===== config.mk =====
export PLATFORM = sky130hd
export DESIGN_NAME = spi_audio_serial_port
export DESIGN_NICKNAME = d
export VERILOG_FILES = /design/src/include/spi_audio_pkg.sv /design/src/rtl/spi_audio_serial_port.sv
export SDC_FILE = /design/constraint.sdc
export NUM_CORES = 1
export LEC_CHECK = 0
export ABC_AREA = 0
export BUFFER_PORTS_ARGS = -buffer_cell sky130_fd_sc_hd__clkbuf_2
export CAP_MARGIN = 20
export CORE_AREA = 4 4 131 133
export CTS_CLUSTER_DIAMETER = 50
export CTS_CLUSTER_SIZE = 14
export DETAILED_ROUTE_END_ITERATION = 16
export DIE_AREA = 0 0 135 137
export PLACE_DENSITY = 0.78
export SLEW_MARGIN = 0
export SYNTH_ARGS = -nofsm -noshare
export SYNTH_HDL_FRONTEND = slang
export SYNTH_SLANG_ARGS = --single-unit

===== constraint.sdc =====
create_clock -name pclk -period 2.1 [get_ports pclk]
set_clock_uncertainty 0.1 [all_clocks]
set_input_delay 0.63 -clock pclk [delete_from_list [all_inputs] [get_ports pclk]]
set_output_delay 0.63 -clock pclk [all_outputs]
set_load 0.02 [all_outputs]

===== src/include/spi_audio_pkg.sv =====
// package: register map, field positions, reset values and codes
package spi_audio_pkg;

  // register byte offsets
  localparam logic [7:0] CTRL_OFS   = 8'h00;
  localparam logic [7:0] CTRL2_OFS  = 8'h04;
  localparam logic [7:0] TXDATA_OFS = 8'h08;
  localparam logic [7:0] RXDATA_OFS = 8'h0C;
  localparam logic [7:0] STATUS_OFS = 8'h10;

  // reset values and writable masks
  localparam logic [31:0] CTRL_RESET       = 32'h0000_0000;
  localparam logic [31:0] CTRL2_RESET      = 32'h0000_0000;
  localparam logic [31:0] CTRL_WMASK       = 32'h0000_83FF;
  localparam logic [31:0] CTRL2_WMASK      = 32'h0000_9F8B;
  localparam logic [31:0] CTRL2_AUDIO_MASK = 32'h0000_008B;
  localparam logic [31:0] STATUS_W1C_MASK  = 32'h0000_0070;

  // serial_port_control fields
  localparam int ON_BIT     = 15;
  localparam int SMP_BIT    = 9;
  localparam int CKE_BIT    = 8;
  localparam int SLAVE_SELECT_ENABLE_BIT   = 7;
  localparam int CKP_BIT    = 6;
  localparam int MASTER_MODE_SELECT_BIT  = 5;
  localparam int SERIAL_INPUT_DISABLE_BIT = 4;
  localparam int TXMODE_LSB = 2;
  localparam int RXMODE_LSB = 0;

  // serial_port_control_two fields
  localparam int SGNEXT_BIT = 15;
  localparam int FEEN_BIT   = 12;
  localparam int OVEN_BIT   = 11;
  localparam int UREN_BIT   = 10;
  localparam int IGNOV_BIT  = 9;
  localparam int IGNUR_BIT  = 8;
  localparam int AUDIO_ENABLE_BIT  = 7;
  localparam int MONO_BIT   = 3;
  localparam int AUDIO_PROTOCOL_SELECT_LSB = 0;

  // status fields
  localparam int ST_RXNE_BIT  = 0;
  localparam int ST_TXFUL_BIT = 1;
  localparam int ST_BUSY_BIT  = 2;
  localparam int ST_HALT_BIT  = 3;
  localparam int ST_OVF_BIT   = 4;
  localparam int ST_URF_BIT   = 5;
  localparam int ST_FEF_BIT   = 6;
  localparam int ST_PROT_LSB  = 8;
  localparam int ST_MONO_BIT  = 10;

  // buffer interrupt mode codes
  localparam logic [1:0] IRQ_SPACE = 2'h3;
  localparam logic [1:0] IRQ_HALF  = 2'h2;
  localparam logic [1:0] IRQ_EDGE  = 2'h1;
  localparam logic [1:0] IRQ_DONE  = 2'h0;

  // audio protocol codes
  localparam logic [1:0] PROTO_PCM = 2'h3;
  localparam logic [1:0] PROTO_RJ  = 2'h2;
  localparam logic [1:0] PROTO_LJ  = 2'h1;
  localparam logic [1:0] PROTO_I2S = 2'h0;

  // default sizes and counts
  localparam int DATA_W_DEF     = 8;
  localparam int FIFO_DEPTH_DEF = 4;
  localparam int HALF_DIV_DEF   = 4;

  typedef enum logic [2:0] {
    ST_IDLE = 3'h1,
    ST_RUN  = 3'h2,
    ST_HALT = 3'h4
  } eng_state_t;

endpackage


===== src/rtl/spi_audio_serial_port.sv =====
// serial port with audio codec options, APB registers and small buffers
// Contract
// - master: sample-phase bit picks end or middle of output bit time
// - slave mode ignores sample-phase and behaves as if it were zero
// - edge select one: data changes active-to-idle; zero: idle-to-active
// - slave-select enable makes the active-low select pin used in slave
// - polarity one: clock idles high; zero: clock idles low
// - audio enabled forces idle-high clock regardless of stored polarity
// - master-mode select one means master, zero means slave
// - input-disable one leaves data input pin unused by the port
// - transmit irq: not full, half empty, empty, or shifting done
// - receive irq: full, half full, not empty, or read empties it
// - sign-extend bit extends received data to register width
// - separate enables gate frame error, overflow, underrun error events
// - ignore-overflow keeps buffer data; otherwise overflow stops port
// - ignore-underrun sends zeros; otherwise underrun stops port
// - audio-enable switches to audio codec operation
// - mono sends each word on left and right channel
// - protocol field selects PCM, right, left justified or I2S; the code only reports it in status, bit timing ignores it
// - audio, mono and protocol bits writable only while port off
// - mono and protocol only take effect while audio enabled
// - on bit enables the port when set, disables it when clear
//
// Local design decisions: the register addresses and the APB interface to the registers.
`timescale 1ns/1ns

module spi_audio_serial_port #(
  parameter int W        = spi_audio_pkg::DATA_W_DEF,
  parameter int DEPTH    = spi_audio_pkg::FIFO_DEPTH_DEF,
  parameter int HALF_DIV = spi_audio_pkg::HALF_DIV_DEF
) (
  input  wire logic        pclk,
  input  wire logic        presetn,
  input  wire logic        ce,
  input  wire logic        psel,
  input  wire logic        penable,
  input  wire logic        pwrite,
  input  wire logic [7:0]  paddr,
  input  wire logic [31:0] pwdata,
  output logic      [31:0] prdata,
  output logic             pready,
  output logic             pslverr,
  input  wire logic        sclk_in,
  input  wire logic        sdi_in,
  input  wire logic        ss_n_in,
  output logic             sclk_out,
  output logic             sclk_oe,
  output logic             sdo_out,
  output logic             sdo_oe,
  output logic             sdi_used,
  output logic             ss_used,
  output logic             tx_irq,
  output logic             rx_irq,
  output logic             error_event
);

  localparam int CW = $clog2(DEPTH + 1);
  localparam int PW = $clog2(DEPTH);
  localparam int HB = $clog2(2 * W + 1);
  localparam int DB = $clog2(HALF_DIV);
  localparam logic [HB-1:0] LAST_M   = HB'(2 * W);
  localparam logic [HB-1:0] LAST_S   = HB'(2 * W - 1);
  localparam logic [CW-1:0] FULL     = CW'(DEPTH);
  localparam logic [CW-1:0] TX_HALF  = CW'(DEPTH - DEPTH / 2);
  localparam logic [CW-1:0] RX_HALF  = CW'((DEPTH + 1) / 2);
  localparam logic [CW-1:0] ONE      = CW'(1);
  localparam logic [DB-1:0] DIV_LAST = DB'(HALF_DIV - 1);

  // circular pointer advance shared by both buffers
  function automatic logic [PW-1:0] ptr_next(input logic [PW-1:0] p);
    return (p == PW'(DEPTH - 1)) ? '0 : p + 1'b1;
  endfunction

  logic [31:0]   ctrl_q;
  logic [31:0]   ctrl2_q;
  logic          sclk_m_q, sclk_s_q, sclk_prev_q;
  logic          sdi_m_q, sdi_s_q, ss_m_q, ss_s_q;
  spi_audio_pkg::eng_state_t state_q;
  logic [HB-1:0] half_q;
  logic [DB-1:0] div_q;
  logic [W-1:0]  tx_sh_q, rx_sh_q, last_word_q;
  logic          loaded_q, chan_q;
  logic [W-1:0]  tx_mem [DEPTH];
  logic [W-1:0]  rx_mem [DEPTH];
  logic [PW-1:0] tx_wp_q, tx_rp_q, rx_wp_q, rx_rp_q;
  logic [CW-1:0] tx_cnt_q, rx_cnt_q;
  logic          ovf_q, urf_q, fef_q;

  logic          on, master, audio, cke, cpol_eff, smp_eff, mono_eff, sel;
  logic [1:0]    prot_eff;
  logic          tick, last, cap, shf, sdi_bit, repeat_word, load_now;
  logic          start_m, starved, over, crit, rx_push, rx_full, frame_err;
  logic [W-1:0]  rx_word;
  logic          acc, done, hit, wr_ctrl, wr_ctrl2, wr_stat, tx_push;
  logic          tx_pop, rx_pop, off_now;
  logic [31:0]   rd_data, ctrl_wval, ctrl2_wval, status;

  // effective settings
  assign on       = ctrl_q[spi_audio_pkg::ON_BIT];
  assign master   = ctrl_q[spi_audio_pkg::MASTER_MODE_SELECT_BIT];
  assign audio    = ctrl2_q[spi_audio_pkg::AUDIO_ENABLE_BIT];
  assign cke      = ctrl_q[spi_audio_pkg::CKE_BIT];
  assign cpol_eff = audio | ctrl_q[spi_audio_pkg::CKP_BIT];
  assign smp_eff  = master & ctrl_q[spi_audio_pkg::SMP_BIT];
  assign mono_eff = audio & ctrl2_q[spi_audio_pkg::MONO_BIT];
  assign prot_eff = audio ? ctrl2_q[spi_audio_pkg::AUDIO_PROTOCOL_SELECT_LSB +: 2]
                          : spi_audio_pkg::PROTO_I2S;
  assign sel      = ~ctrl_q[spi_audio_pkg::SLAVE_SELECT_ENABLE_BIT] | ~ss_s_q;
  assign sdi_bit  = ~ctrl_q[spi_audio_pkg::SERIAL_INPUT_DISABLE_BIT] & sdi_s_q;

  // bit timing: half periods in master, synchronised pin edges in slave
  assign tick = (state_q == spi_audio_pkg::ST_RUN) &&
                (master ? (div_q == DIV_LAST) : (sclk_s_q != sclk_prev_q));
  assign last = tick && (half_q == (master ? LAST_M : LAST_S));
  // late sampling moves capture one half period, to the end of the bit
  assign cap  = tick && (half_q[0] == (~cke ^ smp_eff)) &&
                (smp_eff ? (half_q != '0) : (half_q != LAST_M));
  assign shf  = tick && (half_q[0] == cke) &&
                (cke || (half_q != '0));
  assign rx_word = cap ? {rx_sh_q[W-2:0], sdi_bit} : rx_sh_q;

  // word loading, underrun and overflow detection
  assign repeat_word = mono_eff & chan_q;
  assign load_now = on && !loaded_q && ((tx_cnt_q != '0) || repeat_word) &&
                    ((state_q == spi_audio_pkg::ST_IDLE) ||
                     ((state_q == spi_audio_pkg::ST_RUN) &&
                      (half_q == '0) && !tick));
  assign tx_pop  = load_now && !repeat_word;
  assign start_m = on && master && (state_q == spi_audio_pkg::ST_IDLE) &&
                   (loaded_q || (audio && !load_now));
  assign starved = !loaded_q &&
                   (master ? start_m
                           : (tick && (half_q == '0)));
  assign rx_full = (rx_cnt_q == FULL);
  assign over    = last && rx_full;
  assign rx_push = last && !rx_full;
  assign crit    = (over && !ctrl2_q[spi_audio_pkg::IGNOV_BIT]) ||
                   (starved && !ctrl2_q[spi_audio_pkg::IGNUR_BIT]);
  assign frame_err = on && !master && ctrl_q[spi_audio_pkg::SLAVE_SELECT_ENABLE_BIT] &&
                     (state_q == spi_audio_pkg::ST_RUN) && ss_s_q &&
                     (half_q != '0);

  // APB decode: one wait state, effects at the completing edge
  assign acc      = psel & penable;
  assign done     = acc & pready;
  assign hit      = (paddr == spi_audio_pkg::CTRL_OFS) ||
                    (paddr == spi_audio_pkg::CTRL2_OFS) ||
                    (paddr == spi_audio_pkg::TXDATA_OFS) ||
                    (paddr == spi_audio_pkg::RXDATA_OFS) ||
                    (paddr == spi_audio_pkg::STATUS_OFS);
  assign wr_ctrl  = done & pwrite & (paddr == spi_audio_pkg::CTRL_OFS);
  assign wr_ctrl2 = done & pwrite & (paddr == spi_audio_pkg::CTRL2_OFS);
  assign wr_stat  = done & pwrite & (paddr == spi_audio_pkg::STATUS_OFS);
  assign tx_push  = done & pwrite & (paddr == spi_audio_pkg::TXDATA_OFS) &
                    (tx_cnt_q != FULL);
  assign rx_pop   = done & ~pwrite & (paddr == spi_audio_pkg::RXDATA_OFS) &
                    (rx_cnt_q != '0);
  assign off_now  = wr_ctrl & on & ~pwdata[spi_audio_pkg::ON_BIT];

  // register write values with their write locks
  always_comb
  begin
    ctrl_wval = pwdata & spi_audio_pkg::CTRL_WMASK;
    if (!ctrl_q[spi_audio_pkg::MASTER_MODE_SELECT_BIT])
      ctrl_wval[spi_audio_pkg::SMP_BIT] = 1'b0;
    ctrl2_wval = pwdata & spi_audio_pkg::CTRL2_WMASK;
    if (on)
      ctrl2_wval = (ctrl2_wval & ~spi_audio_pkg::CTRL2_AUDIO_MASK) |
                   (ctrl2_q & spi_audio_pkg::CTRL2_AUDIO_MASK);
  end

  // status word and read mux
  always_comb
  begin
    status = 32'h0000_0000;
    status[spi_audio_pkg::ST_RXNE_BIT]  = (rx_cnt_q != '0);
    status[spi_audio_pkg::ST_TXFUL_BIT] = (tx_cnt_q == FULL);
    status[spi_audio_pkg::ST_BUSY_BIT]  =
      (state_q == spi_audio_pkg::ST_RUN) | loaded_q;
    status[spi_audio_pkg::ST_HALT_BIT]  = (state_q == spi_audio_pkg::ST_HALT);
    status[spi_audio_pkg::ST_OVF_BIT]   = ovf_q;
    status[spi_audio_pkg::ST_URF_BIT]   = urf_q;
    status[spi_audio_pkg::ST_FEF_BIT]   = fef_q;
    status[spi_audio_pkg::ST_PROT_LSB +: 2] = prot_eff;
    status[spi_audio_pkg::ST_MONO_BIT]  = mono_eff;
    unique case (paddr)
      spi_audio_pkg::CTRL_OFS:   rd_data = ctrl_q;
      spi_audio_pkg::CTRL2_OFS:  rd_data = ctrl2_q;
      spi_audio_pkg::STATUS_OFS: rd_data = status;
      spi_audio_pkg::RXDATA_OFS:
        if (ctrl2_q[spi_audio_pkg::SGNEXT_BIT])
          rd_data = {{(32 - W){rx_mem[rx_rp_q][W-1]}}, rx_mem[rx_rp_q]};
        else
          rd_data = {{(32 - W){1'b0}}, rx_mem[rx_rp_q]};
      default:                   rd_data = 32'h0000_0000;
    endcase
  end

  // APB answer
  always_ff @(posedge pclk or negedge presetn)
  begin
    if (!presetn) begin
      pready  <= 1'b0;
      pslverr <= 1'b0;
      prdata  <= 32'h0000_0000;
    end else if (ce) begin
      pready  <= acc & ~pready;
      pslverr <= acc & ~pready & ~hit;
      if (acc && !pready)
        prdata <= rd_data;
    end
  end

  // control registers
  always_ff @(posedge pclk or negedge presetn)
  begin
    if (!presetn) begin
      ctrl_q  <= spi_audio_pkg::CTRL_RESET;
      ctrl2_q <= spi_audio_pkg::CTRL2_RESET;
    end else if (ce) begin
      if (wr_ctrl)
        ctrl_q <= ctrl_wval;
      if (wr_ctrl2)
        ctrl2_q <= ctrl2_wval;
    end
  end

  // two-flop synchronisers for the pins
  always_ff @(posedge pclk or negedge presetn)
  begin
    if (!presetn) begin
      sclk_m_q    <= 1'b0;
      sclk_s_q    <= 1'b0;
      sclk_prev_q <= 1'b0;
      sdi_m_q     <= 1'b0;
      sdi_s_q     <= 1'b0;
      ss_m_q      <= 1'b1;
      ss_s_q      <= 1'b1;
    end else if (ce) begin
      sclk_m_q    <= sclk_in;
      sclk_s_q    <= sclk_m_q;
      sclk_prev_q <= sclk_s_q;
      sdi_m_q     <= sdi_in;
      sdi_s_q     <= sdi_m_q;
      ss_m_q      <= ss_n_in;
      ss_s_q      <= ss_m_q;
    end
  end

  // engine state machine
  always_ff @(posedge pclk or negedge presetn)
  begin
    if (!presetn)
      state_q <= spi_audio_pkg::ST_IDLE;
    else if (ce) begin
      if (!on)
        state_q <= spi_audio_pkg::ST_IDLE;
      else
        unique case (state_q)
          spi_audio_pkg::ST_IDLE:
            if (master ? start_m : sel)
              state_q <= crit ? spi_audio_pkg::ST_HALT
                              : spi_audio_pkg::ST_RUN;
          spi_audio_pkg::ST_RUN:
            if (crit)
              state_q <= spi_audio_pkg::ST_HALT;
            else if (master ? last : !sel)
              state_q <= spi_audio_pkg::ST_IDLE;
          spi_audio_pkg::ST_HALT:
            state_q <= spi_audio_pkg::ST_HALT;
          default:
            state_q <= spi_audio_pkg::ST_IDLE;
        endcase
    end
  end

  // half-period divider and bit position
  always_ff @(posedge pclk or negedge presetn)
  begin
    if (!presetn) begin
      half_q <= '0;
      div_q  <= '0;
    end else if (ce) begin
      if (state_q != spi_audio_pkg::ST_RUN || (!master && !sel)) begin
        half_q <= '0;
        div_q  <= '0;
      end else if (master && div_q != DIV_LAST)
        div_q <= div_q + 1'b1;
      else if (tick) begin
        div_q  <= '0;
        half_q <= last ? '0 : half_q + 1'b1;
      end
    end
  end

  // master clock output, idle level from the effective polarity
  always_ff @(posedge pclk or negedge presetn)
  begin
    if (!presetn)
      sclk_out <= 1'b0;
    else if (ce) begin
      if (state_q != spi_audio_pkg::ST_RUN)
        sclk_out <= cpol_eff;
      else if (master && tick && half_q != LAST_M)
        sclk_out <= ~sclk_out;
    end
  end

  // transmit shifter, mono repeat and channel tracking
  always_ff @(posedge pclk or negedge presetn)
  begin
    if (!presetn) begin
      tx_sh_q     <= '0;
      loaded_q    <= 1'b0;
      last_word_q <= '0;
      chan_q      <= 1'b0;
    end else if (ce) begin
      if (!on) begin
        tx_sh_q  <= '0;
        loaded_q <= 1'b0;
        chan_q   <= 1'b0;
      end else begin
        if (load_now) begin
          tx_sh_q  <= repeat_word ? last_word_q : tx_mem[tx_rp_q];
          loaded_q <= 1'b1;
          if (!repeat_word)
            last_word_q <= tx_mem[tx_rp_q];
        end else if (starved)
          tx_sh_q <= '0;
        else if (shf)
          tx_sh_q <= {tx_sh_q[W-2:0], 1'b0};
        if (last) begin
          loaded_q <= 1'b0;
          chan_q   <= audio & ~chan_q;
        end
      end
    end
  end

  // receive shifter
  always_ff @(posedge pclk or negedge presetn)
  begin
    if (!presetn)
      rx_sh_q <= '0;
    else if (ce) begin
      if (!on)
        rx_sh_q <= '0;
      else if (cap)
        rx_sh_q <= rx_word;
    end
  end

  // buffer storage, no reset needed
  always_ff @(posedge pclk)
  begin
    if (ce && tx_push)
      tx_mem[tx_wp_q] <= pwdata[W-1:0];
    if (ce && rx_push)
      rx_mem[rx_wp_q] <= rx_word;
  end

  // buffer pointers and fill levels, flushed when the port is turned off
  always_ff @(posedge pclk or negedge presetn)
  begin
    if (!presetn) begin
      tx_wp_q  <= '0;
      tx_rp_q  <= '0;
      tx_cnt_q <= '0;
      rx_wp_q  <= '0;
      rx_rp_q  <= '0;
      rx_cnt_q <= '0;
    end else if (ce) begin
      if (off_now) begin
        tx_wp_q  <= '0;
        tx_rp_q  <= '0;
        tx_cnt_q <= '0;
        rx_wp_q  <= '0;
        rx_rp_q  <= '0;
        rx_cnt_q <= '0;
      end else begin
        if (tx_push)
          tx_wp_q <= ptr_next(tx_wp_q);
        if (tx_pop)
          tx_rp_q <= ptr_next(tx_rp_q);
        if (tx_push != tx_pop)
          tx_cnt_q <= tx_push ? tx_cnt_q + 1'b1 : tx_cnt_q - 1'b1;
        if (rx_push)
          rx_wp_q <= ptr_next(rx_wp_q);
        if (rx_pop)
          rx_rp_q <= ptr_next(rx_rp_q);
        if (rx_push != rx_pop)
          rx_cnt_q <= rx_push ? rx_cnt_q + 1'b1 : rx_cnt_q - 1'b1;
      end
    end
  end

  // sticky error flags, a new event wins over a clear
  always_ff @(posedge pclk or negedge presetn)
  begin
    if (!presetn) begin
      ovf_q       <= 1'b0;
      urf_q       <= 1'b0;
      fef_q       <= 1'b0;
      error_event <= 1'b0;
    end else if (ce) begin
      ovf_q <= (ovf_q & ~(wr_stat & pwdata[spi_audio_pkg::ST_OVF_BIT])) |
               over;
      urf_q <= (urf_q & ~(wr_stat & pwdata[spi_audio_pkg::ST_URF_BIT])) |
               starved;
      fef_q <= (fef_q & ~(wr_stat & pwdata[spi_audio_pkg::ST_FEF_BIT])) |
               frame_err;
      error_event <=
        (over & ctrl2_q[spi_audio_pkg::OVEN_BIT]) |
        (starved & ctrl2_q[spi_audio_pkg::UREN_BIT]) |
        (frame_err & ctrl2_q[spi_audio_pkg::FEEN_BIT]);
    end
  end

  // buffer interrupts and pin ownership
  always_ff @(posedge pclk or negedge presetn)
  begin
    if (!presetn) begin
      tx_irq   <= 1'b0;
      rx_irq   <= 1'b0;
      sclk_oe  <= 1'b0;
      sdo_oe   <= 1'b0;
      sdi_used <= 1'b0;
      ss_used  <= 1'b0;
    end else if (ce) begin
      unique case (ctrl_q[spi_audio_pkg::TXMODE_LSB +: 2])
        spi_audio_pkg::IRQ_SPACE: tx_irq <= on && (tx_cnt_q != FULL);
        spi_audio_pkg::IRQ_HALF:  tx_irq <= on && (tx_cnt_q <= TX_HALF);
        spi_audio_pkg::IRQ_EDGE:  tx_irq <= on && (tx_cnt_q == '0);
        spi_audio_pkg::IRQ_DONE:
          tx_irq <= on && (tx_cnt_q == '0) && !loaded_q &&
                    (state_q != spi_audio_pkg::ST_RUN);
      endcase
      unique case (ctrl_q[spi_audio_pkg::RXMODE_LSB +: 2])
        spi_audio_pkg::IRQ_SPACE: rx_irq <= on && rx_full;
        spi_audio_pkg::IRQ_HALF:  rx_irq <= on && (rx_cnt_q >= RX_HALF);
        spi_audio_pkg::IRQ_EDGE:  rx_irq <= on && (rx_cnt_q != '0);
        spi_audio_pkg::IRQ_DONE:  rx_irq <= rx_pop && (rx_cnt_q == ONE);
      endcase
      sclk_oe  <= on & master;
      sdo_oe   <= on & (master | sel);
      sdi_used <= on & ~ctrl_q[spi_audio_pkg::SERIAL_INPUT_DISABLE_BIT];
      ss_used  <= on & ~master & ctrl_q[spi_audio_pkg::SLAVE_SELECT_ENABLE_BIT];
    end
  end

  assign sdo_out = tx_sh_q[W-1];

endmodule // spi_audio_serial_port


* Word level (Yosys, flattened, before mapping)
Memories as Yosys holds them, arrays and structs flattened.
Index checks and enable logic that the tools add are counted.
** Word-level totals
- Bits in registers :: 145
- Bits in writable memories :: 64
- Input port bits :: 49
- Output and inout bits :: 43
- Word-level logic and storage cells :: 309
- Memories kept :: 2
** Memories
- rx_mem :: words 4, bits a word 8, read ports 1, clocked after Yosys merged registers in 0, wr ports 1, line spi_audio_serial_port.sv:84 : logic [W-1:0] rx_mem [DEPTH];
- tx_mem :: words 4, bits a word 8, read ports 1, clocked after Yosys merged registers in 0, wr ports 1, line spi_audio_serial_port.sv:83 : logic [W-1:0] tx_mem [DEPTH];
** Operators by class
- Add/subtract/negate cells :: 10
- Order comparisons :: 2
- Equality and inequality tests :: 38
- Multiplexer cells :: 63
- Bitwise operators :: 59
- Reduce and logical (&&, ||, !) cells :: 98
** Operator list (count)
- $pmux 32 s4 :: 1
- $mux 32 :: 2
- $mux 8 :: 8
- $logic_and 1x1->1 :: 43
- $and 1x1->1 :: 34
- $mux 3 :: 11
- $mux 2 :: 16
- $reduce_and 2->1 :: 15
- $mux 5 :: 5
- $eq 2x2->1 const B :: 9
- $mux 1 :: 17
- $eq 8x4->1 const B :: 2
- $or 16x8->16 :: 1
- $reduce_bool 2->1 :: 8
- $not 1->1 :: 14
- $add 2x1->2 const B :: 5
- $logic_not 1->1 :: 10
- $logic_or 1x1->1 :: 10
- $eq 3x3->1 const B :: 3
- $or 1x1->1 :: 9
- $pmux 3 s3 :: 1
- $reduce_and 3->1 :: 3
- $reduce_bool 3->1 :: 3
- $eq 8x3->1 const B :: 1
- other kinds (27) :: 39

* Depth between registers and ports, before layout
Gate-level depths: netlist (run 1).
- Word-level depth :: 19
- Gate-level depth with buffers :: 10
- Mapped depth without buffers :: 8

* Worst setup path before layout (run 1)
OpenSTA, ideal clock, no wires.
- Path kind :: input to register
- Start :: input port paddr[5]
- End :: register tx_cnt_q[2]
- Library setup time :: 0.129 ns
- Arrival time :: 2.464 ns
- Data required time :: 1.871 ns
- Path slack :: -0.593 ns
- Cell stages on the path :: 9
- Buffers on the path :: 1
- Cells stage by stage :: nor4_2 -> nand2_1 -> nor3_1 -> buf_2 -> fa_1 -> inv_1 -> or3_1 -> a21oi_1 -> o32ai_1
** On the way
- Word-level cells in the longest chain between the ends :: 6
- Elaborated cells on any way between the ends :: 13
- Classes of those cells :: 2 x eq/ne; 3 x mux; 5 x bitwise; 3 x reduce/logical
** RTL lines
- from (decl) :: line spi_audio_serial_port.sv:38 : input wire logic [7:0] paddr,
- $eq 8x4->1 or $logic_not 8->1 (tied branches) :: line spi_audio_serial_port.sv:154, spi_audio_serial_port.sv:151
- $and 1x1->1, on equally long branches :: line spi_audio_serial_port.sv:154, spi_audio_serial_port.sv:151
- $and 1x1->1, on equally long branches :: line spi_audio_serial_port.sv:154, spi_audio_serial_port.sv:158
- $mux 3, or another cell as far along :: line spi_audio_serial_port.sv:386 : tx_cnt_q <= tx_push ? tx_cnt_q + 1'b1 : tx_cnt_q - 1'b1;
- $mux 3 or $reduce_bool 2->1 (tied branches)
- $mux 3 or $reduce_and 2->1 (tied branches)
- to (signal assigned) :: line spi_audio_serial_port.sv:386
- to (decl) :: line spi_audio_serial_port.sv:86 : logic [CW-1:0] tx_cnt_q, rx_cnt_q;
Several ways; a longest one is shown, not always the timed one. The select of a mux whose other input is x is not followed.
A chain may end at the register's enable or synchronous reset.

* Final worst setup path (run 1)
- Start :: register half_q[0]
- End :: memory rx_mem[2][0] (netlist name) (data pin)
** On the way
- Word-level cells in the longest chain between the ends :: 4
- Elaborated cells on any way between the ends :: 7
- Classes of those cells :: 2 x eq/ne; 2 x mux; 3 x reduce/logical
** RTL lines
- from (decl) :: line spi_audio_serial_port.sv:79 : logic [HB-1:0] half_q;
- from (signal assigned) :: line spi_audio_serial_port.sv:291 : half_q <= last ? '0 : half_q + 1'b1;
- $ne 5x5->1, or another cell as far along :: line spi_audio_serial_port.sv:117 : (smp_eff ? (half_q != '0) : (half_q != LAST_M));
- $mux 1 or $logic_and 1x1->1 (tied branches) :: line spi_audio_serial_port.sv:117, spi_audio_serial_port.sv:116
- $logic_and 1x1->1 (*) :: line spi_audio_serial_port.sv:116 : assign cap = tick && (half_q[0] == (~cke ^ smp_eff)) &&
- $mux 8 (*) :: line spi_audio_serial_port.sv:120 : assign rx_word = cap ? {rx_sh_q[W-2:0], sdi_bit} : rx_sh_q;
- named net rx_word[0] :: line spi_audio_serial_port.sv:93 : logic [W-1:0] rx_word;
- to (decl) :: line spi_audio_serial_port.sv:84
The timed path passes the listed nets; every way through them passes the cells marked *.

==> results of run 1 <==
-- per-stage QoR --
step,TNS [ps],utilization (%)
after global routing,-10660,70.2
after floorplan,-4280,-
final,-6160,70.2
after detailed placement,-31460,60.8
after global placement,-24700,60.8
after CTS,-3520,66.5
-- power groups by stage --
stage	combinational (mW)	sequential, mW	clock, mW
floorplan	1.17	3.95	0
global placement	1.92	3.95	0
detailed placement	2.00	3.96	0
CTS	2.20	3.91	3.31
global route	2.80	3.96	3.46
finish	2.59	3.94	3.29
-- logic make-up after synthesis --
logic type	share of synthesized area [%]
AO/OA/AOI/OAI	14.6
XOR/XNOR	0.718
adder cells (fa/ha/maj)	3.23
buffers and inverters	5.10
flip-flops	54.7
multiplexers	8.03
AND/OR/NAND/NOR	13.6
-- how the worst max path moves through the flow --
| stage | to | slack (ps) |
|---|---|---|
| after floorplan | ctrl2_q[0] | -310 |
| after global placement | rx_irq | -330 |
| after detailed placement | rx_irq | -360 |
| after CTS | tx_cnt_q[2] | -160 |
| after global routing | tx_cnt_q[2] | -250 |
| final | rx_mem[2][0] | -220 |
-- layout make-up --
cell class / instances / area [um2] / area share (%)
tap: 216 / 270 / 2.43
clock buffer: 20 / 447 / 4.02
clock inverter: 12 / 165 / 1.49
sequential: 170 / 4580 / 41.3
timing repair buffer: 193 / 1460 / 13.1
inverter: 34 / 128 / 1.15
multi-input combinational: 450 / 4050 / 36.5
-- critical path, cell delays in order, from the launching register on --
cell	delay [ps]
dfrtp_1	390
inv_2	80
ha_4	120
or4b_4	490
nand4_1	150
a21oi_4	80
buf_12	140
buf_12	120
buf_16	150
a21o_4	240
-- registers in the layout, indices dropped and copies added, names as in the netlist, 3 cells and up --
signal / flops
half_q: 5
last_word_q: 8
rx_sh_q: 8
state_q: 3
ctrl_q: 11
rx_mem: 32
tx_mem: 32
tx_sh_q: 8
rx_cnt_q: 3
tx_cnt_q: 3
ctrl2_q: 10
prdata: 15
-- repair_timing --
action | 4_1_cts | 5_1_grt
gates resized for setup | 57 | 93
endpoints found under the setup margin | 100 | 113
pin swaps | 21 | 40
gates cloned | 2 | 1
buffers inserted | 7 | 12
-- placed cells by master (no fill, tap or decap), types with 6 or more instances in the layout --
cell type,instances
buf_12,7
dfrtp_1,99
buf_6,10
clkbuf_16,18
nor2_1,19
a32o_1,8
a21oi_2,8
mux4_2,16
nand4_1,10
o21ai_4,6
nand2_2,7
o21ai_1,11
o2bb2ai_1,6
buf_4,100
edfxtp_1,64
a21oi_1,9
clkbuf_2,72
o21ai_0,24
a31oi_1,7
a21o_1,10
and3_1,8
nand2_1,65
a21oi_4,6
a22o_1,17
a22oi_1,6
mux2_2,21
or3_1,6
nand3_1,17
inv_1,29
ha_1,18
-- metal layers --
metal	up-vias	GRT usage, %	wire length, um
met5	-	0	0
met4	0	9.91	839
met3	71	4.74	1350
met2	312	44.8	12600
met1	3354	32.8	9220
li1	2952	-	-
==> results.json, run 1 <==
{
  "synth_fp_nets": 779,
  "final_worst_hold_slack_ps": 53.3,
  "gp_congestion": 0.887,
  "cts_tree": "yes",
  "period_needed_ps": 2320,
  "power.share.sequential_pct": 40.1,
  "detailroute.via_count": 6689,
  "clock_tree.buffer_depth": 2,
  "root_buffer": "clkbuf_16",
  "synthesis.yosys.warnings": 0,
  "rsz0062_at_grt": "yes",
  "layout_worst_path_cycle_share_pct": 110,
  "die_height_um": 137,
  "design.die.area_um2": 18500,
  "critPathLaunch": "half_q[0]",
  "ys_async_sr_fraction_pct": 62.4,
  "post_synth.cell_area_avg_um2": 11.8,
  "dpl.cell_count": 1044,
  "dpl-instance-area_um2": 9630,
  "synth_top_cell_by_area": "dfrtp_1",
  "critical_path.startpoint_type": "flop",
  "hold_buffers": 0,
  "yosysTopAreaCellShare_pct": 30.8,
  "power_switching_share_pct": 29.6,
  "grt_max_degree": 36,
  "fmaxAchievable_mhz": 432,
  "pwr-share-clk_pct": 33.5,
  "drv.max_cap_violation_count": 0,
  "synthDistinctLibCells": 81,
  "setup.worst_path.class": "reg -> reg",
  "wire_length_of_the_first_global_routing_pass_um": 36900,
  "io_pins": 92,
  "worst_setup_path_end_kind": "flop",
  "worst_slew_pin_slew_ps": 497,
  "maxSlewHeadroom_pct": 66.9,
  "final_cell_count_no_fill": 1095,
  "power_leakage_nw": 4.71,
  "critical_path_peak_fanout": 11,
  "violations": "setup timing",
  "design_area_um2": 11100,
  "chipWidth_um": 135,
  "placement.setup.worst_slack_ps": -356,
  "power_report.internal_total_mw": 6.91,
  "fin_ws_ps": -217,
  "syn_to_final_growth_pct": 32.7,
  "slew_viol_final": 0,
  "synth_seq_area_share_pct": 54.7,
  "diodes": 0,
  "placeableCoreArea_um2": 15800,
  "synth.top_cells.by_count": "dfrtp_1 (103), nand2_1 (76), edfxtp_1 (64)",
  "crit_arrival_ps": 2410,
  "grt_overflow_total": 0,
  "yosysMostFrequentCell": "dfrtp_1",
  "totalWireLength_um": 24000,
  "timing.final.setup_violations": 56,
  "cell_row_count": 46,
  "netlist_top_cells_area": "dfrtp_1 (31%), edfxtp_1 (23%), mux4_2 (4.3%), nand2_1 (3.4%), mux2_2 (3.4%)",
  "syn_area_um2": 8360,
  "post_synth_inst_count": 709,
  "finalHoldViolations": 0,
  "status": "complete, but fails checks",
  "power.combinational.fraction_pct": 26.4,
  "drive_above_1_share_pct": 43.5,
  "synth_seq_cells": 170,
  "start_util_pct": 52.8,
  "ant_nets": 0,
  "drtIter0Drc": 483,
  "drtPass1Iterations": 6,
  "grt_antenna_before_repair": 0,
  "ys_dominant_reg_cell": "dfrtp_1",
  "clkSinkCount": 170,
  "timing.reg2reg.worst_path_depth": 9,
  "cts-buffers-inserted": 17,
  "ff2ff_setup_slack_ps": -220,
  "synth-edff-count": 64,
  "clock_latency_ps": 440,
  "remaining_drc_errors": 0,
  "clock_tree.htree_level_count": 4,
  "worst_hold_path_type": "in -> async",
  "dp_hpwl_um": 16200,
  "p_total_mw": 9.82,
  "vdd_drop_max_mv": 0.638,
  "grt_usage_pct": 26.0,
  "power_switching_mw": 2.91,
  "number_of_global_route_vias_before_repair": 6821,
  "cellPowerDensity_nw_per_um2": 885,
  "routed_wire_length_per_instance_um": 21.9,
  "clk_transition_reported_paths_ps": 70,
  "numPortBuffers": 73,
  "fillers": 1022,
  "timing.rr.end": "rx_mem[2][0]",
  "worst-endpoint-required_ps": 2190,
  "worstReg2RegStart": "half_q[0]",
  "vias_per_cell": 6.11,
  "final_net_count": 936
}
Power figures use the tool's default switching activity.
==> run 2: changes to the inputs <==
--- a/config.mk
+++ b/config.mk
@@ -8,12 +8,13 @@
 export ABC_AREA = 0
 export BUFFER_PORTS_ARGS = -buffer_cell sky130_fd_sc_hd__clkbuf_2
 export CAP_MARGIN = 20
-export CORE_AREA = 4 4 131 133
+export CORE_AREA = 4 4 129 131
+export CTS_BUF_LIST = sky130_fd_sc_hd__clkbuf_2 sky130_fd_sc_hd__clkbuf_4 sky130_fd_sc_hd__clkbuf_8
 export CTS_CLUSTER_DIAMETER = 50
 export CTS_CLUSTER_SIZE = 14
 export DETAILED_ROUTE_END_ITERATION = 16
-export DIE_AREA = 0 0 135 137
-export PLACE_DENSITY = 0.78
+export DIE_AREA = 0 0 133 135
+export PLACE_DENSITY = 0.8
 export SLEW_MARGIN = 0
 export SYNTH_ARGS = -nofsm -noshare
 export SYNTH_HDL_FRONTEND = slang
==> run 2 against run 1 <==
Effect of this change: the run still ends with setup timing left; sequential cell count unchanged; utilization down 2.5 points; power down 10%; final area decreased by 4.9%; critical path type unchanged; highest routed layer unchanged.
==> results.json, run 2 (same netlist as run 1, synthesis figures left out) <==
{
  "status": "complete, but fails checks",
  "violations": "setup timing",
  "multiInputGateArea_um2": 3750,
  "chipWidth_um": 133,
  "cts_tree": "yes",
  "min_from": "pwdata[10]",
  "critPathLaunch": "state_q[0]",
  "final_cell_count_no_fill": 1097,
  "timing.reg2reg.worst_path_depth": 6,
  "most-common-layout-cells": "buf_4 (109), dfrtp_1 (100), nand2_1 (74)",
  "critical_path_depth": 6,
  "worst-path-buf-inv": 0,
  "maxSlewHeadroom_pct": 59.6,
  "routed_wire_length_per_instance_um": 20.5,
  "top_regs": "rx_mem: 32 flops, tx_mem: 32 flops, prdata: 15 flops",
  "clkSinkCount": 170,
  "start_util_pct": 53.6,
  "worst_path_cell_chain": "or3b_4, o211ai_1, nand4_4, or3_1, a21oi_2, o32ai_2",
  "design_area_um2": 10600,
  "totalWireLength_um": 22500,
  "drtIter0Drc": 550,
  "worst_setup_path_end_kind": "flop",
  "worst_slew_pin_slew_ps": 603,
  "worstReg2RegStart": "state_q[0]",
  "final_worst_hold_slack_ps": 297,
  "grt_antenna_before_repair": 0,
  "cellPowerDensity_nw_per_um2": 837,
  "grt_usage_pct": 24.9,
  "design.die.area_um2": 18000,
  "timing.final.setup_violations": 65,
  "detailroute.via_count": 6584,
  "slew_viol_final": 0,
  "wire_length_of_the_first_global_routing_pass_um": 35100,
  "worst-endpoint-required_ps": 2350,
  "critical-path-top-delay-family": "simple AND/OR/NAND/NOR gates",
  "hold-path-cell-count": 2,
  "p_total_mw": 8.83,
  "number_of_global_route_vias_before_repair": 6690,
  "final_net_count": 938,
  "diodes": 0,
  "fin_ws_ps": -259,
  "wl_met2_um": 12200,
  "clk_transition_reported_paths_ps": 100,
  "drive_above_1_share_pct": 40.1,
  "power_leakage_nw": 4.58,
  "rsz0062_at_grt": "yes",
  "drv.max_cap_violation_count": 0,
  "worst_hold_path_type": "in -> reg",
  "vdd_drop_max_mv": 0.565,
  "clock_latency_ps": 460,
  "grt_overflow_total": 0,
  "wirelength_met1_um": 8570,
  "critical_path_peak_fanout": 5,
  "setup.worst_path.class": "reg -> reg",
  "clock_tree.buffer_depth": 2,
  "finalHoldViolations": 0,
  "ant_nets": 0,
  "crit_slowest_cell": "dfstp_2",
  "cts-buffers-inserted": 17,
  "io_pins": 92,
  "clock_tree.htree_level_count": 4,
  "cpPeakStageDelay_ps": 560,
  "crit_arrival_ps": 2610,
  "register_area_um2": 4580,
  "syn_to_final_growth_pct": 26.2,
  "die_height_um": 135,
  "fmaxAchievable_mhz": 424,
  "dpl-instance-area_um2": 9610,
  "grt_max_degree": 40,
  "layout_worst_path_cycle_share_pct": 112,
  "cell_row_count": 46,
  "drtPass1Iterations": 6,
  "numPortBuffers": 73,
  "fillers": 1092,
  "gp_congestion": 0.912,
  "placeableCoreArea_um2": 15600,
  "remaining_drc_errors": 0,
  "vias_per_cell": 6.00,
  "top_layer_used": "met4",
  "dpl.cell_count": 1041,
  "dp_hpwl_um": 15900,
  "period_needed_ps": 2360,
  "critical_path.startpoint_type": "flop",
  "mostFrequentLayoutCell": "buf_4",
  "root_buffer": "clkbuf_8",
  "met3_wirelength_um": 1150
}
==> run 2: stage by stage <==
step           util (%)  setup slack (ps)  TNS (ps)
2_1_floorplan         -              -312     -4280
3_3_place_gp       61.6              -393    -19110
3_5_place_dp       61.6              -388    -25990
4_1_cts            65.3              -179     -1910
5_1_grt            67.7              -338    -10220
6_report           67.7              -259     -6760
==> run 2: area by class of cell <==
class / count / area share [%]
Clock inverter: 14 / 1.74
Inverter: 34 / 1.21
Tap cell: 216 / 2.56
Multi-Input combinational cell: 450 / 35.6
Timing Repair Buffer: 195 / 13.2
Clock buffer: 18 / 2.29
Sequential cell: 170 / 43.4
==> run 2: worst register-to-register path: stages, from the launching register on <==
cell and delay, ps:
dfstp_2 560, or3b_4 400, o211ai_1 300, nand4_4 260, or3_1 400, a21oi_2 150, o32ai_2 90
==> run 2: metal layers <==
layer  GRT usage [%]  vias up
met5               0        -
met4            8.14        0
met3            4.55       54
met2            45.3      241
met1            30.0     3333
li1                -     2956
==> run 2: power by group <==
part / internal, mW / total (mW) / switching [mW]
registers: 3.71 / 3.91 / 0.196
logic: 1.18 / 2.42 / 1.24
clock network: 1.22 / 2.51 / 1.29
total: 6.11 / 8.83 / 2.72
==> run 2: path summary, 6_finish.rpt <==
check	to	slack, ps
max in group asynchronous	state_q[0]	810
setup reg to reg	tx_cnt_q[2]	-260
hold / removal	ctrl2_q[10]	300
hold reg to reg	prdata[10]	380
min in group asynchronous	half_q[0]	500
setup / recovery	tx_cnt_q[2]	-260
==> run 2: what timing repair did <==
item / 4_1_cts / 5_1_grt
setup buffers: 7 / 14
pin swaps: 5 / 24
endpoints found under the hold margin: 21 / 0
endpoints found under the setup margin: 114 / 100
hold buffers: 1 / 0
gates resized for setup: 38 / 49
cloned: 0 / 2
